$ cat src/efs_pkg.sv
/*
 Package for the Ethernet frame statistics block: counter widths,
 readout set selectors, readout lengths and snapshot word indices.
 Assumes a single core clock domain and no register bus.
*/
package efs_pkg;
   localparam int EFS_WIDE_W   = 32;          // Good frame counters
   localparam int EFS_NARROW_W = 20;          // Error and event counters
   localparam int EFS_WORD_W   = 32;          // Snapshot word width
   localparam int EFS_NUM_CNT  = 10;          // Snapshot store entries; receive set words
   localparam int EFS_IDX_W    = 4;           // Word index width
   localparam int EFS_LEN_W    = 8;           // Readout length width
   localparam logic EFS_SEL_RX = 1'h0;        // Index bit for receive set
   localparam logic EFS_SEL_TX = 1'h1;        // Index bit for transmit set
   localparam logic [7:0] EFS_RX_LEN = 8'h28; // Receive readout bytes
   localparam logic [7:0] EFS_TX_LEN = 8'h30; // Transmit readout bytes
   localparam int EFS_MIN_FRAME = 64;         // Runt threshold in bytes
   localparam int EFS_LEN_BITS  = 14;         // Frame length field width
   // Receive counter index within the receive set
   localparam int EFS_RX_GOOD  = 0;
   localparam int EFS_RX_CRC   = 1;
   localparam int EFS_RX_RUNT  = 2;
   localparam int EFS_RX_ALIGN = 3;
   localparam int EFS_RX_LONG  = 4;
   localparam int EFS_RX_LATE  = 5;
   localparam int EFS_RX_BAD   = 6;
   localparam int EFS_RX_DROP  = 7;
   // Transmit counter index within the transmit set
   localparam int EFS_TX_GOOD  = 0;
   localparam int EFS_TX_PAUSE = 1;
   localparam int EFS_TX_SCOL  = 2;
   localparam int EFS_TX_MCOL  = 3;
   localparam int EFS_TX_XCOL  = 4;
   localparam int EFS_TX_LCOL  = 5;
   localparam int EFS_TX_UNDR  = 6;
   localparam int EFS_TX_XDEF  = 7;
   localparam int EFS_TX_CARR  = 8;
   localparam int EFS_TX_BAD   = 9;
   localparam int EFS_RX_CNT   = 8;
   localparam int EFS_TX_CNT   = 10;
   typedef enum logic [1:0] {EFS_IDLE, EFS_SEND} efs_state_e;
endpackage

$ cat src/efs_stats.sv
/*
 Ethernet frame statistics bank: counts receive and transmit frame
 outcomes and serves snapshot readouts one 32-bit word per cycle.
 Assumes per-frame status strobes are single-cycle and synchronous to
 mclk, and that the readout requester waits for the done pulse before
 asking again.
*/
`timescale 1ns/1ps
// Function
// - Readout returns one consistent captured snapshot
// - Counters wrap to zero; readout never clears
// - 32-bit rx good count, includes dropped good
// - CRC error counted when dribble clear
// - Runt counted: under 64 bytes with CRC
// - Alignment counted: CRC and dribble both set
// - Oversize counted above programmed maximum size
// - Receive late collisions counted
// - Rx bad frames exclude FIFO drops
// - FIFO drops counted, good ones also as good; no error counters
// - 32-bit tx good count, pause excluded
// - Successful pause frames counted
// - Success after exactly one collision counted
// - Success after several collisions counted
// - Aborts on excessive collisions counted
// - Aborts on late collision counted
// - Aborts on buffer underrun counted
// - Aborts on excessive deferral counted
// - Carrier lost or absent counted
// - Errored transmit frames counted
// - Index 0 receive set, 1 transmit
module efs_stats
   import efs_pkg::*;
#(
   parameter int RX_CNT_W = EFS_NARROW_W,
   parameter int TX_CNT_W = EFS_NARROW_W
) (
   // Clock and reset
   input  wire logic                          mclk,
   input  wire logic                          sys_rst,
   // Receive frame status from the receive MAC and rx_fifo_controller
   input  wire logic                          rx_stat_valid,
   input  wire logic                          rx_crc_err,
   input  wire logic                          rx_dribble,
   input  wire logic                          rx_late_col,
   input  wire logic                          rx_other_err,
   input  wire logic                          rx_fifo_drop,
   input  wire logic [efs_pkg::EFS_LEN_BITS-1:0] rx_frame_len,
   input  wire logic [efs_pkg::EFS_LEN_BITS-1:0] rx_max_len,
   // Transmit frame status from the transmit MAC
   input  wire logic                          tx_stat_valid,
   input  wire logic                          tx_ok,
   input  wire logic                          tx_pause,
   input  wire logic [4:0]                    tx_col_cnt,
   input  wire logic                          tx_xs_col,
   input  wire logic                          tx_late_col,
   input  wire logic                          tx_underrun,
   input  wire logic                          tx_xs_defer,
   input  wire logic                          tx_carrier_err,
   // Readout request from bridge_control_logic
   input  wire logic                          rd_req,
   input  wire logic                          rd_set,
   // Readout data stream
   output logic                               rd_valid,
   output logic [efs_pkg::EFS_WORD_W-1:0]     rd_data,
   output logic [efs_pkg::EFS_LEN_W-1:0]      rd_len,
   output logic                               rd_done,
   output logic                               rd_busy
);
   import efs_pkg::*;

   // Receive classification; a dropped frame touches only drop and good counts
   wire rx_ev      = rx_stat_valid;
   wire rx_drop    = rx_ev && rx_fifo_drop;
   wire rx_kept    = rx_ev && !rx_fifo_drop;
   wire rx_crc_only = rx_crc_err && !rx_dribble;
   wire rx_align   = rx_crc_err && rx_dribble;
   wire rx_runt    = rx_crc_err && (rx_frame_len <
                     EFS_LEN_BITS'(EFS_MIN_FRAME));
   wire rx_long    = rx_frame_len > rx_max_len;
   wire rx_any_err = rx_crc_err || rx_long || rx_late_col || rx_other_err;
   wire rx_good    = rx_ev && !rx_any_err;

   wire [EFS_RX_CNT-1:0] rx_inc;
   assign rx_inc[EFS_RX_GOOD]  = rx_good;
   assign rx_inc[EFS_RX_CRC]   = rx_kept && rx_crc_only;
   assign rx_inc[EFS_RX_RUNT]  = rx_kept && rx_runt;
   assign rx_inc[EFS_RX_ALIGN] = rx_kept && rx_align;
   assign rx_inc[EFS_RX_LONG]  = rx_kept && rx_long;
   assign rx_inc[EFS_RX_LATE]  = rx_kept && rx_late_col;
   assign rx_inc[EFS_RX_BAD]   = rx_kept && rx_any_err;
   assign rx_inc[EFS_RX_DROP]  = rx_drop;

   // Transmit classification
   wire tx_ev      = tx_stat_valid;
   wire tx_done_ok = tx_ev && tx_ok;
   wire tx_err     = tx_ev && !tx_ok;
   wire [EFS_TX_CNT-1:0] tx_inc;
   assign tx_inc[EFS_TX_GOOD]  = tx_done_ok && !tx_pause;
   assign tx_inc[EFS_TX_PAUSE] = tx_done_ok && tx_pause;
   assign tx_inc[EFS_TX_SCOL]  = tx_done_ok && (tx_col_cnt == 5'h1);
   assign tx_inc[EFS_TX_MCOL]  = tx_done_ok && (tx_col_cnt > 5'h1);
   assign tx_inc[EFS_TX_XCOL]  = tx_err && tx_xs_col;
   assign tx_inc[EFS_TX_LCOL]  = tx_err && tx_late_col;
   assign tx_inc[EFS_TX_UNDR]  = tx_err && tx_underrun;
   assign tx_inc[EFS_TX_XDEF]  = tx_err && tx_xs_defer;
   assign tx_inc[EFS_TX_CARR]  = tx_ev && tx_carrier_err;
   assign tx_inc[EFS_TX_BAD]   = tx_err;

   // Counter banks; good counters are wide, the rest narrow
   logic [EFS_WORD_W-1:0] rx_val [EFS_NUM_CNT];
   logic [EFS_WORD_W-1:0] tx_val [EFS_NUM_CNT];

   genvar gi;
   generate
      for (gi = 0; gi < EFS_NUM_CNT; gi++) begin : g_cnt
         localparam int RW = (gi == EFS_RX_GOOD) ? EFS_WIDE_W : RX_CNT_W;
         localparam int TW = (gi == EFS_TX_GOOD) ? EFS_WIDE_W : TX_CNT_W;
         logic [TW-1:0] tcnt;
         efs_counter #(.W(TW)) u_tx (
            .mclk    (mclk),
            .sys_rst (sys_rst),
            .inc     (tx_inc[gi]),
            .count   (tcnt)
         );
         assign tx_val[gi] = EFS_WORD_W'(tcnt);
         if (gi < EFS_RX_CNT) begin : g_rx
            logic [RW-1:0] rcnt;
            efs_counter #(.W(RW)) u_rx (
               .mclk    (mclk),
               .sys_rst (sys_rst),
               .inc     (rx_inc[gi]),
               .count   (rcnt)
            );
            assign rx_val[gi] = EFS_WORD_W'(rcnt);
         end else begin : g_res
            assign rx_val[gi] = '0; // Reserved receive words read zero
         end
      end
   endgenerate

   // Snapshot store: filled in one edge so the set is consistent
   logic [EFS_WORD_W-1:0] snap [EFS_NUM_CNT];
   efs_state_e            state;
   efs_state_e            next_state;
   logic [EFS_IDX_W-1:0]  idx;
   logic                  set_q;

   wire take    = (state == EFS_IDLE) && rd_req;
   wire [EFS_IDX_W-1:0] last_idx = set_q ?
        EFS_IDX_W'(EFS_TX_LEN >> 2) - 1'b1 :
        EFS_IDX_W'(EFS_RX_LEN >> 2) - 1'b1;
   wire at_last = (state == EFS_SEND) && (idx == last_idx);
   // Transmit words past the ten-entry store read as zero, not unknown
   wire in_store = idx < EFS_IDX_W'(EFS_NUM_CNT);

   // Next state decode
   always_comb begin
      next_state = state;
      case (state)
         EFS_IDLE: if (rd_req) next_state = EFS_SEND;
         EFS_SEND: if (at_last) next_state = EFS_IDLE;
         default:  next_state = EFS_IDLE;
      endcase
   end

   always_ff @(posedge mclk or posedge sys_rst) begin
      if (sys_rst) begin
         state <= EFS_IDLE;
      end else begin
         state <= next_state;
      end
   end

   // Capture every counter of the selected set on the same edge; counting carries on live
   always_ff @(posedge mclk) begin
      if (take) begin
         for (int i = 0; i < EFS_NUM_CNT; i++) begin
            snap[i] <= (rd_set == EFS_SEL_TX) ? tx_val[i] : rx_val[i];
         end
      end
   end

   // Word index and set latch
   always_ff @(posedge mclk or posedge sys_rst) begin
      if (sys_rst) begin
         idx   <= '0;
         set_q <= EFS_SEL_RX;
      end else if (take) begin
         idx   <= '0;
         set_q <= rd_set;
      end else if (state == EFS_SEND) begin
         idx   <= idx + 1'b1;
      end
   end

   // Registered outputs: data lags the index by one cycle
   always_ff @(posedge mclk or posedge sys_rst) begin
      if (sys_rst) begin
         rd_valid <= 1'b0;
         rd_data  <= '0;
         rd_len   <= '0;
         rd_done  <= 1'b0;
         rd_busy  <= 1'b0;
      end else begin
         rd_valid <= (state == EFS_SEND);
         rd_data  <= (state == EFS_SEND && in_store) ? snap[idx] : '0;
         rd_done  <= at_last;
         rd_busy  <= (next_state == EFS_SEND);
         if (take) begin
            rd_len <= (rd_set == EFS_SEL_TX) ? EFS_TX_LEN : EFS_RX_LEN;
         end
      end
   end

   // Checks on classification and readout
   drop_only_a: assert property (@(posedge mclk) disable iff (sys_rst)
      rx_drop |-> !rx_inc[EFS_RX_BAD] && !rx_inc[EFS_RX_CRC])
      else $error("dropped frame reached an error counter");
   crc_align_a: assert property (@(posedge mclk) disable iff (sys_rst)
      !(rx_inc[EFS_RX_CRC] && rx_inc[EFS_RX_ALIGN]))
      else $error("crc and alignment counted together");
   pause_good_a: assert property (@(posedge mclk) disable iff (sys_rst)
      !(tx_inc[EFS_TX_GOOD] && tx_inc[EFS_TX_PAUSE]))
      else $error("pause frame counted as good");
   col_excl_a: assert property (@(posedge mclk) disable iff (sys_rst)
      !(tx_inc[EFS_TX_SCOL] && tx_inc[EFS_TX_MCOL]))
      else $error("single and multiple collision together");
   bad_tx_a: assert property (@(posedge mclk) disable iff (sys_rst)
      tx_inc[EFS_TX_XCOL] |-> tx_inc[EFS_TX_BAD])
      else $error("aborted frame not counted bad");
   rx_len_a: assert property (@(posedge mclk) disable iff (sys_rst)
      take && rd_set == EFS_SEL_RX |=> rd_len == EFS_RX_LEN ##10 rd_done)
      else $error("receive readout length or duration wrong");
   tx_len_a: assert property (@(posedge mclk) disable iff (sys_rst)
      take && rd_set == EFS_SEL_TX |=> rd_len == EFS_TX_LEN ##12 rd_done)
      else $error("transmit readout length or duration wrong");
   snap_hold_a: assert property (@(posedge mclk) disable iff (sys_rst)
      state == EFS_SEND && !take |=> $stable(snap[0]))
      else $error("snapshot changed during readout");
   valid_busy_a: assert property (@(posedge mclk) disable iff (sys_rst)
      rd_valid |-> rd_busy || rd_done)
      else $error("valid outside a readout");

   // Classification checked from the raw status pins, except drop_errs_a on rx_drop, so a slip in the
   // decode wires above cannot hide behind its own expression
   drop_errs_a: assert property (@(posedge mclk)
      disable iff (sys_rst) rx_drop |-> !rx_inc[EFS_RX_RUNT]
      && !rx_inc[EFS_RX_ALIGN] && !rx_inc[EFS_RX_LONG]
      && !rx_inc[EFS_RX_LATE])
      else $error("dropped frame reached a length or collision counter");
   drop_tally_a: assert property (@(posedge mclk)
      disable iff (sys_rst)
      rx_stat_valid && rx_fifo_drop |-> rx_inc[EFS_RX_DROP])
      else $error("dropped frame not counted");
   good_rx_a: assert property (@(posedge mclk)
      disable iff (sys_rst) rx_stat_valid && !rx_crc_err && !rx_late_col
      && !rx_other_err && rx_frame_len <= rx_max_len
      |-> rx_inc[EFS_RX_GOOD])
      else $error("clean receive frame not counted good");
   runt_cnt_a: assert property (@(posedge mclk)
      disable iff (sys_rst) rx_stat_valid && !rx_fifo_drop && rx_crc_err
      && rx_frame_len < EFS_LEN_BITS'(EFS_MIN_FRAME)
      |-> rx_inc[EFS_RX_RUNT])
      else $error("short frame with bad checksum not counted");
   align_cnt_a: assert property (@(posedge mclk)
      disable iff (sys_rst) rx_stat_valid && !rx_fifo_drop && rx_crc_err
      && rx_dribble |-> rx_inc[EFS_RX_ALIGN] && !rx_inc[EFS_RX_CRC])
      else $error("alignment error miscounted");
   long_cnt_a: assert property (@(posedge mclk)
      disable iff (sys_rst) rx_stat_valid && !rx_fifo_drop
      && rx_frame_len > rx_max_len
      |-> rx_inc[EFS_RX_LONG] && rx_inc[EFS_RX_BAD])
      else $error("oversize frame miscounted");
   late_rx_a: assert property (@(posedge mclk)
      disable iff (sys_rst) rx_stat_valid && !rx_fifo_drop && rx_late_col
      |-> rx_inc[EFS_RX_LATE] && rx_inc[EFS_RX_BAD])
      else $error("receive late collision miscounted");
   bad_rx_a: assert property (@(posedge mclk)
      disable iff (sys_rst) rx_stat_valid && !rx_fifo_drop && rx_other_err
      |-> rx_inc[EFS_RX_BAD])
      else $error("errored receive frame not counted bad");
   abort_clean_a: assert property (@(posedge mclk)
      disable iff (sys_rst) tx_stat_valid && !tx_ok
      |-> !tx_inc[EFS_TX_GOOD] && !tx_inc[EFS_TX_PAUSE]
      && !tx_inc[EFS_TX_SCOL] && !tx_inc[EFS_TX_MCOL])
      else $error("aborted frame counted as a success");
   scol_cnt_a: assert property (@(posedge mclk)
      disable iff (sys_rst) tx_stat_valid && tx_ok && tx_col_cnt == 5'h1
      |-> tx_inc[EFS_TX_SCOL])
      else $error("single collision not counted");
   mcol_cnt_a: assert property (@(posedge mclk)
      disable iff (sys_rst) tx_stat_valid && tx_ok && tx_col_cnt > 5'h1
      |-> tx_inc[EFS_TX_MCOL])
      else $error("multiple collision not counted");
   lcol_cnt_a: assert property (@(posedge mclk)
      disable iff (sys_rst) tx_stat_valid && !tx_ok && tx_late_col
      |-> tx_inc[EFS_TX_LCOL] && tx_inc[EFS_TX_BAD])
      else $error("late collision abort miscounted");
   undr_cnt_a: assert property (@(posedge mclk)
      disable iff (sys_rst) tx_stat_valid && !tx_ok && tx_underrun
      |-> tx_inc[EFS_TX_UNDR] && tx_inc[EFS_TX_BAD])
      else $error("underrun abort miscounted");
   xdef_cnt_a: assert property (@(posedge mclk)
      disable iff (sys_rst) tx_stat_valid && !tx_ok && tx_xs_defer
      |-> tx_inc[EFS_TX_XDEF] && tx_inc[EFS_TX_BAD])
      else $error("deferral abort miscounted");
   carrier_cnt_a: assert property (@(posedge mclk)
      disable iff (sys_rst)
      tx_stat_valid && tx_carrier_err |-> tx_inc[EFS_TX_CARR])
      else $error("carrier error not counted");
   take_busy_a: assert property (@(posedge mclk)
      disable iff (sys_rst) take |=> rd_busy && !rd_valid && !rd_done)
      else $error("readout start not signalled");
   refuse_hold_a: assert property (@(posedge mclk)
      disable iff (sys_rst)
      state == EFS_SEND && rd_req |=> $stable(rd_len) && $stable(set_q))
      else $error("request during readout was not ignored");
   tail_zero_a: assert property (@(posedge mclk)
      disable iff (sys_rst)
      state == EFS_SEND && !in_store |=> rd_data == '0)
      else $error("word beyond the store not zero");
   idle_data_a: assert property (@(posedge mclk)
      disable iff (sys_rst) !rd_valid |-> rd_data == '0)
      else $error("data not zero outside a readout");

   rx_read_c: cover property (@(posedge mclk) disable iff (sys_rst)
      take && rd_set == EFS_SEL_RX ##11 rd_done);
   tx_read_c: cover property (@(posedge mclk) disable iff (sys_rst)
      take && rd_set == EFS_SEL_TX ##13 rd_done);
   refused_req_c: cover property (@(posedge mclk) disable iff (sys_rst)
      state == EFS_SEND && rd_req);
   drop_err_c: cover property (@(posedge mclk) disable iff (sys_rst)
      rx_drop && rx_crc_err);
   count_in_read_c: cover property (@(posedge mclk) disable iff (sys_rst)
      state == EFS_SEND && rx_good);
endmodule // efs_stats

$ cat src/efs_counter.sv
/*
 One wrapping statistics counter, cleared by reset only.
 Assumes the increment strobe is a one-cycle pulse per frame.
*/
`timescale 1ns/1ps
module efs_counter #(
   parameter int W = 20
) (
   // Clock and reset
   input  wire logic         mclk,
   input  wire logic         sys_rst,
   // Increment strobe and value
   input  wire logic         inc,
   output logic [W-1:0]      count
);
   // Natural binary wrap past all ones; a readout never clears it
   always_ff @(posedge mclk or posedge sys_rst) begin
      if (sys_rst) begin
         count <= '0;
      end else if (inc) begin
         count <= count + 1'b1;
      end
   end

   wrap_zero_a: assert property (@(posedge mclk) disable iff (sys_rst)
      inc && (&count) |=> count == '0)
      else $error("counter failed to wrap to zero");
endmodule // efs_counter

$ cat config.mk
export PLATFORM = sky130hd
export DESIGN_NAME = efs_stats
export DESIGN_NICKNAME = d
export VERILOG_FILES = /design/src/efs_pkg.sv /design/src/efs_stats.sv /design/src/efs_counter.sv
export SDC_FILE = /design/constraint.sdc
export NUM_CORES = 1
export LEC_CHECK = 0
export BUFFER_PORTS_ARGS = -buffer_cell sky130_fd_sc_hd__buf_2
export CORE_ASPECT_RATIO = 1.25
export CORE_UTILIZATION = 35
export CTS_BUF_LIST = sky130_fd_sc_hd__clkbuf_4 sky130_fd_sc_hd__clkbuf_8 sky130_fd_sc_hd__clkbuf_16
export DETAILED_ROUTE_END_ITERATION = 16
export HOLD_SLACK_MARGIN = 0.03
export MAX_ROUTING_LAYER = met4
export PLACE_DENSITY = 0.59
export SLEW_MARGIN = 20
export SYNTH_ARGS = -nofsm -noshare
export SYNTH_HDL_FRONTEND = slang
export SYNTH_SLANG_ARGS = --single-unit
$ cat constraint.sdc
create_clock -name mclk -period 34.3 [get_ports mclk]
set_input_delay 1.715 -clock mclk [delete_from_list [all_inputs] [get_ports mclk]]
set_output_delay 1.715 -clock mclk [all_outputs]
set_load 0.02 [all_outputs]
==> impl.org, run 1 <==
** Place
- HPWL Detailed :: 46,260 um
- Port buffering added 88 buffers.
- Counting tap cells, the placed design contains a total of 3,296 instances.
- At the end of routability-driven placement, the weighted congestion stood at 0.8316.
- Placed cell areas :: 0.03045 mm2

** Clock tree
- Clock transition at path regs :: 0.06 ns
- The H-tree generated during clock tree synthesis spans 3 levels.
- TritonCTS built the clock tree.
- Clock tree synthesis found a total of 640 sinks.
- In this run the post-CTS setup repair buffer count came out at 0.
- The number of clock buffers added by TritonCTS is 67.
- Counting along the longest clock path gives a buffer depth of 3.
- Number of gates resized after cts :: 0
- The clock reaches the later pin of the worst-skew pair after 0.62 ns.
- The tree is rooted in a clkbuf_16.
- Hold-fix buffer count after cts :: 0

** Setup path
- The critical path is of the primary input to async pin type.
- Required time of the critical path :: 34.91 ns
- Setup slack on the worst reg-to-reg path comes out at 31.38 ns.
- CP max FO :: 130
- The worst setup path is captured at an async pin.
- Arrival time reported for the critical path endpoint :: 4.36 ns
- The worst setup path is launched from a primary input.

** STA
- At the pin with the least slew margin, the transition time is 1.053 ns.
- The number of pins exceeding their max-slew limit in the final report is 0.
- In the finished design, the share of the clock period the worst path needs comes to 0.1094.
- In this run the tightest slew margin relative to its limit is 0.2981.
- Count of endpoints failing hold in the final timing report :: 0
- The clock arrives with 0.03327 ns of skew.
- Final setup viols :: 0
- Top achievable clock speed :: 266.5 MHz
- The worst path in the final design needs a cycle of 3.753 ns, including I/O delays and setup.
- Setup repair after global routing left no endpoint under its margin.
- After routing, the total negative slack on setup checks comes to 0 ns.

** Synthesis
- The share of the Yosys chip area taken by registers is 0.5910.
- For this run, the leading register cell type out of synthesis is dfrtp_1.
- EDFF count, synth :: 212
- The cell count after synthesis came out at 2,198.
- In the synthesized netlist the async set-or-reset flop fraction comes to 0.6688.
- Yosys mapped the design onto 64 distinct sky130hd cell types.
- Post-synthesis average cell area :: 13.15 um2
- After synthesis the netlist holds a flip-flop and latch count of 640.
- For this run, the number of Yosys warnings is 0.
- Area of the mapped netlist :: 0.02890 mm2

** Routing
- Average wire per cell in the routed design :: 19.23 um
- Vias after detailed routing :: 17,216
- For this block, the routed nets add up to 65,770 um of wire.
- First-pass DRT Iterations :: 7
- DRC violations left :: 0
- Post-DRT Antenna Nets :: 0
- In the routed layout, each cell is associated on average with a via count of 5.034.
- Initial detailed-routing violation count :: 984

** Global routing
- Pin count of the biggest net entering global routing :: 135
- Global routing finished with a remaining overflow of 0.
- Vias in the first global route :: 17,642
- Across every metal layer, demand over resource in global routing totals 0.1649.
- Number of antenna violations at the first check in global routing :: 4
- Wire length of the first global-routing pass :: 103,400 um

** Run
- Count of maximum capacitance violations :: 0

** Cells and area
- From synthesis to final layout, the design area changed by 13.43%.
- # nets final :: 2,378
- Post-Layout Inst Area :: 0.03278 mm2
- Once layout is complete, the utilization of the core stands at 0.4020.
- Total area of sequential cells :: 0.01708 mm2
- Of the cells placed in the final design, the portion with a size suffix greater than 1 is 0.2044.
- The library cells used most frequently in the layout, excluding fill and tap cells, are 426 x dfrtp_1, 266 x xnor2_1, 212 x edfxtp_1.
- Number of filler cells placed in the layout :: 7,580
- The library cell used most frequently in the layout, excluding fill and tap cells, is dfrtp_1.
- Summing all multi-input logic gate instances after layout gives 0.01132 mm2.
- Count of placed standard cells in the final layout, fillers left out :: 3,420

** Floorplan
- The die is 323.3 um tall.
- The total area inside the core boundary comes to 0.08154 mm2.
- In this run the count of I/O pins placed on the die edge is 94.
- Initial Util :: 0.3544
- Die width :: 259 um
- The die covers 0.08372 mm2.
- The floorplan has 117 rows.

** Power
- Max IR drop VDD :: 39.55 uV
- Static leakage :: 13.99 nW
- In this run the power density over the cells is 57.56 mW/mm2.

** Hold path
- Type of the worst min-delay path :: flop to flop

** Outcome
- Result of the run :: completed
[Yosys cell counts, types with 2 or more instances]
master	instances	area share
nand4_1	92	0.020
mux2i_1	20	0.0069
or4_1	2	0.00052
mux4_2	40	0.031
buf_4	11	0.0029
clkbuf_1	47	0.0061
or2_2	6	0.0013
or4_4	2	0.00078
xnor2_2	2	0.0011
dfrtp_1	428	0.37
and4_1	23	0.0070
and3b_1	3	0.00091
o21ai_0	12	0.0021
mux2_2	183	0.071
nor3_1	30	0.0052
nor4_1	3	0.00065
nand2_1	156	0.020
and3_1	63	0.014
and2_1	64	0.014
inv_1	37	0.0048
or3_1	2	0.00043
nand4b_1	2	0.00061
nor2_1	84	0.011
o21a_1	4	0.0010
xnor2_1	266	0.081
nand2b_1	4	0.00087
buf_1	5	0.00065
ha_1	33	0.014
edfxtp_1	212	0.22
nand4_2	3	0.0013
nor4_4	2	0.0015
buf_2	13	0.0023
a21oi_1	8	0.0014
xor2_1	99	0.030
nor3_2	5	0.0017
nor2b_1	22	0.0048
nand3_1	142	0.025
buf_6	3	0.0012
a211oi_1	40	0.010
[per-layer routing]
metal,track usage,vias up,part of all wire
met3,0.02123,93,0.038
li1,-,8020,-
met2,0.2690,321,0.49
met4,0.05851,0,0.027
met1,0.2104,8782,0.44
met5,-,-,0
[cell type report]
| class | instances | share of cell area |
|---|---|---|
| inverters | 37 | 0.004695 |
| clock inverters | 32 | 0.01202 |
| multi-input cells | 1447 | 0.3455 |
| flip-flops and latches | 640 | 0.5211 |
| repair buffers | 101 | 0.01668 |
| diodes | 1 | 0.00007634 |
| well taps | 1071 | 0.04088 |
| clock buffers | 91 | 0.05905 |
[state kept, by name, indices dropped and copies added, names as in the netlist]
name / cells
g_cnt.g_rx.u_rx.count: 172
snap: 212
rd_busy: 1
idx: 4
state: 2
g_cnt.u_tx.count: 212
rd_len: 3
rd_valid: 1
rd_data: 32
rd_done: 1
[cells by family (layout without fill, tap and decap cells)]
| logic type | count (synthesis) | count (layout) | share of synthesized area |
|---|---|---|---|
| AO/OA/AOI/OAI | 76 | 76 | 0.02005 |
| XOR/XNOR | 367 | 367 | 0.1118 |
| adder cells (fa/ha/maj) | 33 | 33 | 0.01429 |
| buffers and inverters | 116 | 261 | 0.01784 |
| flip-flops | 640 | 640 | 0.5910 |
| multiplexers | 243 | 243 | 0.1094 |
| other | 1 | 7 | 0.0001298 |
| AND/OR/NAND/NOR | 722 | 722 | 0.1356 |
[stage by stage]
| stage | total power [W] | worst slack, ns | hold slack (ns) |
|---|---|---|---|
| after floorplan | 0.001068 | 20.67 | 0.4271 |
| after global placement | 0.001132 | 29.93 | 0.4385 |
| after detailed placement | 0.001143 | 29.78 | 0.4449 |
| after CTS | 0.001915 | 30.43 | 0.4575 |
| after global routing | 0.001966 | 30.08 | 0.4810 |
| final | 0.001887 | 30.55 | 0.4556 |
[power breakdown]
group | leakage (nW) | switching (W) | total, W | internal, W
Sequential | 7.94 | 0.0000695 | 0.000925 | 0.000855
Combinational | 4.89 | 0.000105 | 0.000199 | 0.0000932
Clock | 1.17 | 0.000304 | 0.000763 | 0.000459
[final timing paths]
path | from | endpoint | cells past startpoint
max | sys_rst | g_cnt[7].u_tx.count[13]$_DFFE_PP0P_ | 4
min | snap[0][26]$_DFFE_PP_ | rd_data[26]$_DFF_PP0_ | 1
max reg2reg | idx[0]$_DFFE_PP0P_ | rd_data[9]$_DFF_PP0_ | 4
min reg2reg | snap[0][26]$_DFFE_PP_ | rd_data[26]$_DFF_PP0_ | 1
max in group mclk | tx_stat_valid | g_cnt[6].u_tx.count[19]$_DFFE_PP0P_ | 6
min in group asynchronous | sys_rst | g_cnt[5].u_tx.count[19]$_DFFE_PP0P_ | 2
[critical path, stage by stage]
cell	delay [ns]
buf_2	0.13
inv_8	0.55
buf_4	0.87
buf_4	0.83
Note: power is estimated with default switching activity, not from simulation.
==> run 2: changes to the inputs <==
--- a/config.mk
+++ b/config.mk
@@ -12,7 +12,7 @@
 export DETAILED_ROUTE_END_ITERATION = 16
 export HOLD_SLACK_MARGIN = 0.03
 export MAX_ROUTING_LAYER = met4
-export PLACE_DENSITY = 0.59
+export PLACE_DENSITY = 0.61
 export SLEW_MARGIN = 20
 export SYNTH_ARGS = -nofsm -noshare
 export SYNTH_HDL_FRONTEND = slang
==> constraint.sdc (replaced) <==
create_clock -name mclk -period 3.3 [get_ports mclk]
set_input_delay 0.165 -clock mclk [delete_from_list [all_inputs] [get_ports mclk]]
set_output_delay 0.165 -clock mclk [all_outputs]
set_load 0.02 [all_outputs]
==> run 2 against run 1 <==
Against the previous run:
- wire length increased by 4.4%
- cell count increased by 1.1%
- combinational power increased to 11 times the previous value
- register-to-register slack got worse by 31 ns
- clock skew decreased by 0.0084 ns
- die area unchanged
- total power increased to 11 times the previous value
- critical path depth unchanged
- hold slack got worse by 0.39 ns
- setup slack got worse by 30 ns
- cell area increased by 1.4%
- count of clock-buffer cells in the layout unchanged
==> impl.org, run 2 (synthesis results as in run 1) <==
** Floorplan
- The initial utilization of the core area, before any placement, comes to 0.3544.
- In this run the horizontal extent of the chip is 259 um.
- The core region is 0.08154 mm2.
- Cell row count :: 117
- Die outline area :: 0.08372 mm2
- In this run the count of I/O pins placed on the die edge is 94.
- The floorplan step set the die height to 323.3 um.

** STA
- Timing would allow up to 358.0 MHz.
- Clock skew :: 0.02486 ns
- Final slew viol count :: 0
- Setup repair after global routing left no endpoint under its margin.
- Count of endpoints failing hold in the final timing report :: 0
- Headroom to the max-slew limit came out at 0.3117.
- Dividing the final minimum period by the clock period gives 0.8463.
- The smallest clock period supported by the final layout is computed as 2.793 ns.
- Setup violations remaining at the end of the flow were counted as 0.
- Slew at the pin closest to its max-slew limit :: 1.032 ns

** Setup path
- CP max FO :: 31
- Measured in cells, the most critical reg-to-reg path has a length of 4.
- The worst setup path is launched from a flop.
- Required time of the critical path :: 3.74 ns
- Levels on crit path :: 4
- Delay of the slowest cell on the worst path :: 0.83 ns
- Count of buffering cells on the critical path with inverters included :: 1
- Arrival time reported for the critical path endpoint :: 3.24 ns
- CP cell instances :: buf_4, mux4_2, a211oi_1, a211oi_1
- Critical path capture point type :: flop
- The setup path with the least slack is of type flop to flop.
- By instance count, the cell type seen most on the critical path is a211oi_1.
- Slowest-stage cell, CP :: dfrtp_4
- Grouping stages by cell kind, the critical path spends the most delay in flip-flops.

** Clock tree
- Hold-fix buffer count after cts :: 13
- Post-CTS repair timing setup buffer count :: 0
- Clock latency of the later-clocked register in the worst-skew pair :: 0.62 ns
- The tree is rooted in a clkbuf_16.
- Clock H-tree levels :: 3
- Buffers inserted during clock tree synthesis total 68.
- Once the clock tree was built, the resizer swapped 0 gates to a different size.
- For this design, the sink count on the clock tree is 640.
- Clock tree from TritonCTS :: done
- Clock transition at path regs :: 0.06 ns
- In this run the deepest clock path goes through 3 buffers.

** Global routing
- Number of antenna violations at the first check in global routing :: 2
- The via count of the first global-routing pass was 18,022.
- The total overflow left after global routing is 0.
- Entering global routing, the biggest net connects 82 pins.
- The first global-routing pass estimated 107,000 um of wire.
- For this run, the total global-route usage over all layers was measured as 0.1724.

** Cells and area
- Of the cells placed in the final design, the portion with a size suffix greater than 1 is 0.2134.
- The largest registers in the layout are g_cnt.u_tx.count: 212 flops, snap: 212 flops, g_cnt.g_rx.u_rx.count: 172 flops.
- Leaving out fill and tap cells, the most frequent cell in the layout is dfrtp_1.
- Post-layout utilization of the core :: 0.4075
- Once layout is done, the placed cells without fillers occupy 0.03323 mm2.
- # nets final :: 2,413
- The library cells used most frequently in the layout, excluding fill and tap cells, are 426 x dfrtp_1, 266 x xnor2_1, 212 x edfxtp_1.
- The area growth from synthesis to layout is 14.99%.
- Excluding fillers, the count of instances in the completed layout stands at 3,457.
- The layout has 7,496 filler cells.

** Routing
- For this run, the detailed router's first-pass iteration total came to 6.
- Initial detailed-routing violation count :: 958
- For this block, the routed nets add up to 68,660 um of wire.
- Dividing the detail-routed via count by the number of cells gives 5.050.
- Average wire per cell in the routed design :: 19.86 um
- The routed layout has 17,457 vias.
- DRC violations left :: 0
- Post-DRT Antenna Nets :: 0

** Power
- Clock power frac :: 0.408
- The internal portion of the total power is 0.01469 W.
- Static leakage :: 14.20 nW
- Of the total power, the share spent switching nets is 0.2592.
- Relative contribution of combinational cells to total power :: 0.106
- Relative contribution of sequential cells to total power :: 0.486
- The analysis attributes to net switching a power of 0.005139 W.
- Max IR drop VDD :: 379.8 uV
- Power Density :: 596.8 mW/mm2
- Total power :: 0.01983 W

** Place
- Once placement finished, the instance area stood at 0.03070 mm2.
- Number of buffers inserted by port buffering :: 88
- Once placement completed, the tool counted placed cells totaling 3,317.
- At the end of routability-driven placement, the weighted congestion stood at 0.8607.
- HPWL Detailed :: 49,810 um

** Hold path
- The min-delay analysis places its worst path in the category primary input to flop.
- The worst hold path was traced through 3 stages.

** Outcome
- The run finished with clean final reports.

** Run
- Across the run, the number of max-cap violations was 0.
==> run 2: metrics by stage <==
stage	TNS [ns]	hold WS [ns]	setup slack (ns)
after global routing	0	0.08347	0.3324
after floorplan	-1302.69	0.3404	-2.642
after global placement	0	0.3812	0.4796
after detailed placement	0	0.3861	0.4499
after CTS	0	0.03817	0.4290
final	0	0.06126	0.5071
==> run 2: worst paths after layout <==
kind	from	endpoint	slack [ns]
min reg2reg	snap[0][23]$_DFFE_PP_	rd_data[23]$_DFF_PP0_	0.45
min	rx_dribble	g_cnt[3].g_rx.u_rx.count[1]$_DFFE_PP0P_	0.06
max reg2reg	idx[0]$_DFFE_PP0P_	rd_data[1]$_DFF_PP0_	0.51
max	idx[0]$_DFFE_PP0P_	rd_data[1]$_DFF_PP0_	0.51
max in group asynchronous	sys_rst	rd_data[16]$_DFF_PP0_	1.95
min in group asynchronous	sys_rst	g_cnt[1].u_tx.count[8]$_DFFE_PP0P_	0.29
==> run 2: power by group through the flow <==
stage	Clock [W]	Sequential, W	Combinational [W]
floorplan	0	0.00954	0.00155
global placement	0	0.00976	0.00206
CTS	0.00827	0.00964	0.00215
global route	0.00855	0.00975	0.00233
detailed placement	0	0.00979	0.00212
finish	0.00809	0.00964	0.00210
==> run 2: worst register-to-register path, cell delays in order (launching register included) <==
cell and delay (ns):
dfrtp_4 0.83, buf_4 0.43, mux4_2 0.56, a211oi_1 0.66, a211oi_1 0.13
==> run 2: layer usage <==
layer,vias to the layer above,part of all wire,GRT usage
li1,8101,-,-
met1,8888,0.42,0.2092
met2,357,0.50,0.2793
met3,111,0.035,0.02272
met4,0,0.047,0.09231
met5,-,0,-
==> run 2: area by class of cell <==
cell class,count,area (um2),area share
diodes,1,2.502,0.00007531
flip-flops and latches,640,17080,0.5141
repair buffers,135,934.6,0.02813
inverters,37,146.4,0.004406
multi-input cells,1447,11330,0.3409
clock inverters,35,442.9,0.01333
clock buffers,91,1954,0.05882
well taps,1071,1340,0.04033
==> run 3: changes to the inputs <==
--- a/config.mk
+++ b/config.mk
@@ -5,6 +5,7 @@
 export SDC_FILE = /design/constraint.sdc
 export NUM_CORES = 1
 export LEC_CHECK = 0
+export ABC_AREA = 1
 export BUFFER_PORTS_ARGS = -buffer_cell sky130_fd_sc_hd__buf_2
 export CORE_ASPECT_RATIO = 1.25
 export CORE_UTILIZATION = 35
@@ -12,7 +13,7 @@
 export DETAILED_ROUTE_END_ITERATION = 16
 export HOLD_SLACK_MARGIN = 0.03
 export MAX_ROUTING_LAYER = met4
-export PLACE_DENSITY = 0.61
+export PLACE_DENSITY = 0.59
 export SLEW_MARGIN = 20
 export SYNTH_ARGS = -nofsm -noshare
 export SYNTH_HDL_FRONTEND = slang
==> constraint.sdc (replaced) <==
create_clock -name mclk -period 2.7 [get_ports mclk]
set_input_delay 0.135 -clock mclk [delete_from_list [all_inputs] [get_ports mclk]]
set_output_delay 0.135 -clock mclk [all_outputs]
set_load 0.02 [all_outputs]
==> run 3 against run 2 <==
Against the previous run:
- wire length is 32% higher
- area after synthesis increased by 13%
- setup slack lost 0.29 ns
- combinational power increased by 110%
- utilization shrank 0.26 points
- clock skew down 0.0024 ns
- critical path type is now primary input to flop
- clock power increased by 20%
- first-iteration DRC count is 150% higher
- via count grew 48%
- total power is 33% higher
==> impl.org, run 3 <==
** Cells and area
- # nets final :: 4,077
- Leading cell types in the layout, fill and taps excluded :: 1,192 x nand2_1, 427 x dfrtp_1, 415 x inv_1
- Count of placed standard cells in the final layout, fillers left out :: 5,245
- Number of filler cells placed in the layout :: 9,229
- Summing all flip-flop and latch instances after layout gives 0.01708 mm2.
- The repair_antennas step left the layout with diodes totalling 0.
- Most frequent standard cell in the layout excluding fill and tap cells :: nand2_1
- Total area of multi-input combinational cells :: 0.01350 mm2
- Fraction of final layout cells sized beyond drive strength 1 :: 0.08720
- The largest registers in the layout are g_cnt.u_tx.count: 212 flops, snap: 212 flops, g_cnt.g_rx.u_rx.count: 172 flops.
- Post-layout utilization of the core :: 0.4049
- Compared with the post-synthesis result, the final layout area differs by 14.07%.

** STA
- Final slew viol count :: 0
- The smallest clock period supported by the final layout is computed as 2.482 ns.
- Fraction of the cycle the final worst path needs :: 0.9194
- Top achievable clock speed :: 402.8 MHz
- Across all setup checks in the final design, the least slack found is 0.2175 ns.
- Adding up every negative setup slack in the final design gives 0 ns.
- Final setup viols :: 0
- For the final database, setup skew stands at 0.02242 ns.
- At the pin with the least slew margin, the transition time is 1.053 ns.
- Count of endpoints failing hold in the final timing report :: 0
- RSZ-0062 raised after global routing :: no
- Relative max-transition margin :: 0.2957

** Setup path
- Slowest-stage cell, CP :: dlygate4sd3_1
- Most prevalent standard cell on the critical path :: dlygate4sd3_1
- Measured in cells, the most critical reg-to-reg path has a length of 7.
- For this run, the slowest stage of the critical path takes 0.60 ns.
- Crit Reg-Reg Startpoint :: idx[2]$_DFFE_PP0P_
- Critical path capture point type :: flop
- The critical path goes through dlygate4sd3_1, buf_2, or2_2, dlygate4sd3_1, nor3_2, nand3_1, dlygate4sd3_1, xor2_1.
- Arrival time reported for the critical path endpoint :: 2.99 ns
- At the worst endpoint, the required time is 3.21 ns.
- In this run the critical register-to-register path is captured at rd_data[15]$_DFF_PP0_.
- Sort of element at the start of the critical path :: primary input
- Setup slack of the worst register-to-register path :: 0.26 ns
- Type of the worst setup path :: primary input to flop
- CP max FO :: 3

** Synthesis
- The netlist uses 42 different library cells.
- Share of the yosys chip area belonging to registers :: 0.5229
- Number of instances in the synthesized netlist :: 3,870
- Flip-flop and latch count after synthesis :: 640
- Warnings, synthesis :: 0
- The share of synthesized area in the top cell type comes to 0.3280.
- The cell area that synthesis handed to floorplanning was 0.03266 mm2.
- Summed over all instances, the cell type with the most area after synthesis is dfrtp_1.
- Proportion of register bits with asynchronous set or reset after synthesis :: 0.6688
- Most repeated cell in the gate-level netlist after synthesis :: nand2_1
- A synthesized cell averages 8.438 um2.
- Most frequent cells after synthesis :: 1,193 x nand2_1, 428 x dfrtp_1, 420 x inv_1, 337 x nor2_1, 237 x xor2_1
- Among all flip-flop cells after synthesis, the most frequent one is dfrtp_1.
- Cell types with the largest area share after synthesis :: dfrtp_1 33%, edfxtp_1 19%, nand2_1 14%
- EDFF count, synth :: 212

** Routing
- Post-DRT Antenna Nets :: 0
- DRC violations left :: 0
- Before antenna repair, the detailed router went through 6 iterations.
- For this block, the routed nets add up to 90,850 um of wire.
- After detailed routing, the average wire length per cell comes to 17.32 um.
- After detailed routing, the number of vias per cell comes to 4.912.
- Vias after detailed routing :: 25,764
- In this run, the number of DRC markers left after iteration 0 of detailed routing was 2,374.

** Power
- Static leakage :: 17.27 nW
- Max IR drop VDD :: 350.9 uV
- Dividing total power by cell area gives a power density of 710.3 mW/mm2.
- Total power for the finished layout comes to 0.02646 W.

** Floorplan
- From bottom edge to top edge, the die measures 343.5 um.
- Cell row count :: 124
- Initial Util :: 0.3549
- The floorplan step set the die width to 275.2 um.
- I/O pins :: 94
- Core Region :: 0.09200 mm2
- Die outline area :: 0.09454 mm2

** Place
- Number of buffers inserted by port buffering :: 88
- Number of placed instances, taps included :: 5,094
- At the end of routability-driven placement, the weighted congestion stood at 0.9397.
- HPWL Detailed :: 67,450 um
- Worst-case setup slack after placement :: 0.3296 ns

** Clock tree
- The longest clock path from root to sink contains 3 buffers.
- In this run the clock root is driven by a clkbuf_16.
- TritonCTS created 68 clock buffers.
- Clock H-tree levels :: 3
- Clock transition at path regs :: 0.06 ns
- Total clock sinks :: 640
- For the worst-skew pair, the clock arrives at the later sink with an insertion delay of 0.62 ns.
- TritonCTS built the clock tree.

** Hold path
- Type of the worst min-delay path :: primary input to flop
- For hold timing, the worst endpoint is g_cnt[2].g_rx.u_rx.count[0]$_DFFE_PP0P_.
- Depth of the worst hold-timing path :: 6
- The startpoint identified for the worst hold timing path is rx_frame_len[6].

** Outcome
- The run finished with clean final reports.

** Global routing
- The initial antenna violation count is 1.
- Vias in the first global route :: 24,960
- Global routing usage summed across all routing layers :: 0.2004
- Pin count of the biggest net entering global routing :: 120
- For this run the aggregate overflow at the end of global routing stands at 0.
- The first global-routing pass estimated 143,300 um of wire.

** Run
- Count of maximum capacitance violations :: 0
[run 3: area by class of cell]
type                    count  area share
inverters                 429     0.04357
flip-flops and latches    640      0.4585
well taps                1197     0.04021
clock buffers              98     0.05468
clock inverters            27    0.006852
multi-input cells        2689      0.3624
repair buffers            165     0.03372
[run 3: how the worst max path moves through the flow]
| stage | start | end | cells after the start |
|---|---|---|---|
| 6_report | rx_frame_len[10] | g_cnt[2].g_rx.u_rx.count[2]$_DFFE_PP0P_ | 8 |
| 5_1_grt | rx_frame_len[12] | g_cnt[2].g_rx.u_rx.count[15]$_DFFE_PP0P_ | 9 |
| 4_1_cts | rx_frame_len[10] | g_cnt[2].g_rx.u_rx.count[15]$_DFFE_PP0P_ | 9 |
| 3_5_place_dp | idx[2]$_DFFE_PP0P_ | rd_data[15]$_DFF_PP0_ | 7 |
| 3_3_place_gp | idx[2]$_DFFE_PP0P_ | rd_data[15]$_DFF_PP0_ | 7 |
| 2_1_floorplan | sys_rst | g_cnt[0].g_rx.u_rx.count[0]$_DFFE_PP0P_ | 1 |
[run 3: cells by family after synthesis]
logic type / count (synthesis) / share of synthesized area
and+or+nand+nor: 2042 / 0.2685
adders and majority gates: 33 / 0.01264
AOI/OAI and AO/OA: 292 / 0.04609
buffers and inverters: 546 / 0.06494
xor gates and xnor gates: 316 / 0.08475
other: 1 / 0.0001148
DFF: 640 / 0.5229
[run 3: repair_timing]
action | CTS | global route
endpoints found under the hold margin | 280 | 0
hold buffers | 26 | 0
endpoints found under the setup margin | 0 | 9
buffers inserted | 0 | 0
resized for setup | 0 | 1
[run 3: routing by layer]
layer / global-route usage / wire [um] / vias to the layer above
met2: 0.3316 / 44350 / 649
li1: - / - / 12606
met5: - / 0 / -
met4: 0.06308 / 2456 / 0
met3: 0.01794 / 3548 / 124
met1: 0.2589 / 40500 / 12385
[run 3: worst max-delay path, delay by kind of cell]
kind | cells | cell delay (ns)
AND/OR/NAND/NOR | 3 | 0.87
buffers and inverters | 4 | 1.85
XOR/XNOR | 1 | 0.14
[run 3: where the power goes]
| group | switching [W] | leakage [nW] | internal, W |
|---|---|---|---|
| clock network | 0.00410 | 1.15 | 0.00559 |
| registers | 0.00110 | 7.49 | 0.0112 |
| logic | 0.00311 | 8.63 | 0.00138 |
| total | 0.00832 | 17.3 | 0.0181 |
[run 3: through the flow]
stage	hold slack, ns	instance area, um2
global placement	0.1652	34690
global route	0.06251	37250
finish	0.05635	37250
floorplan	0.3059	32700
detailed placement	0.1627	34690
CTS	0.03010	37250
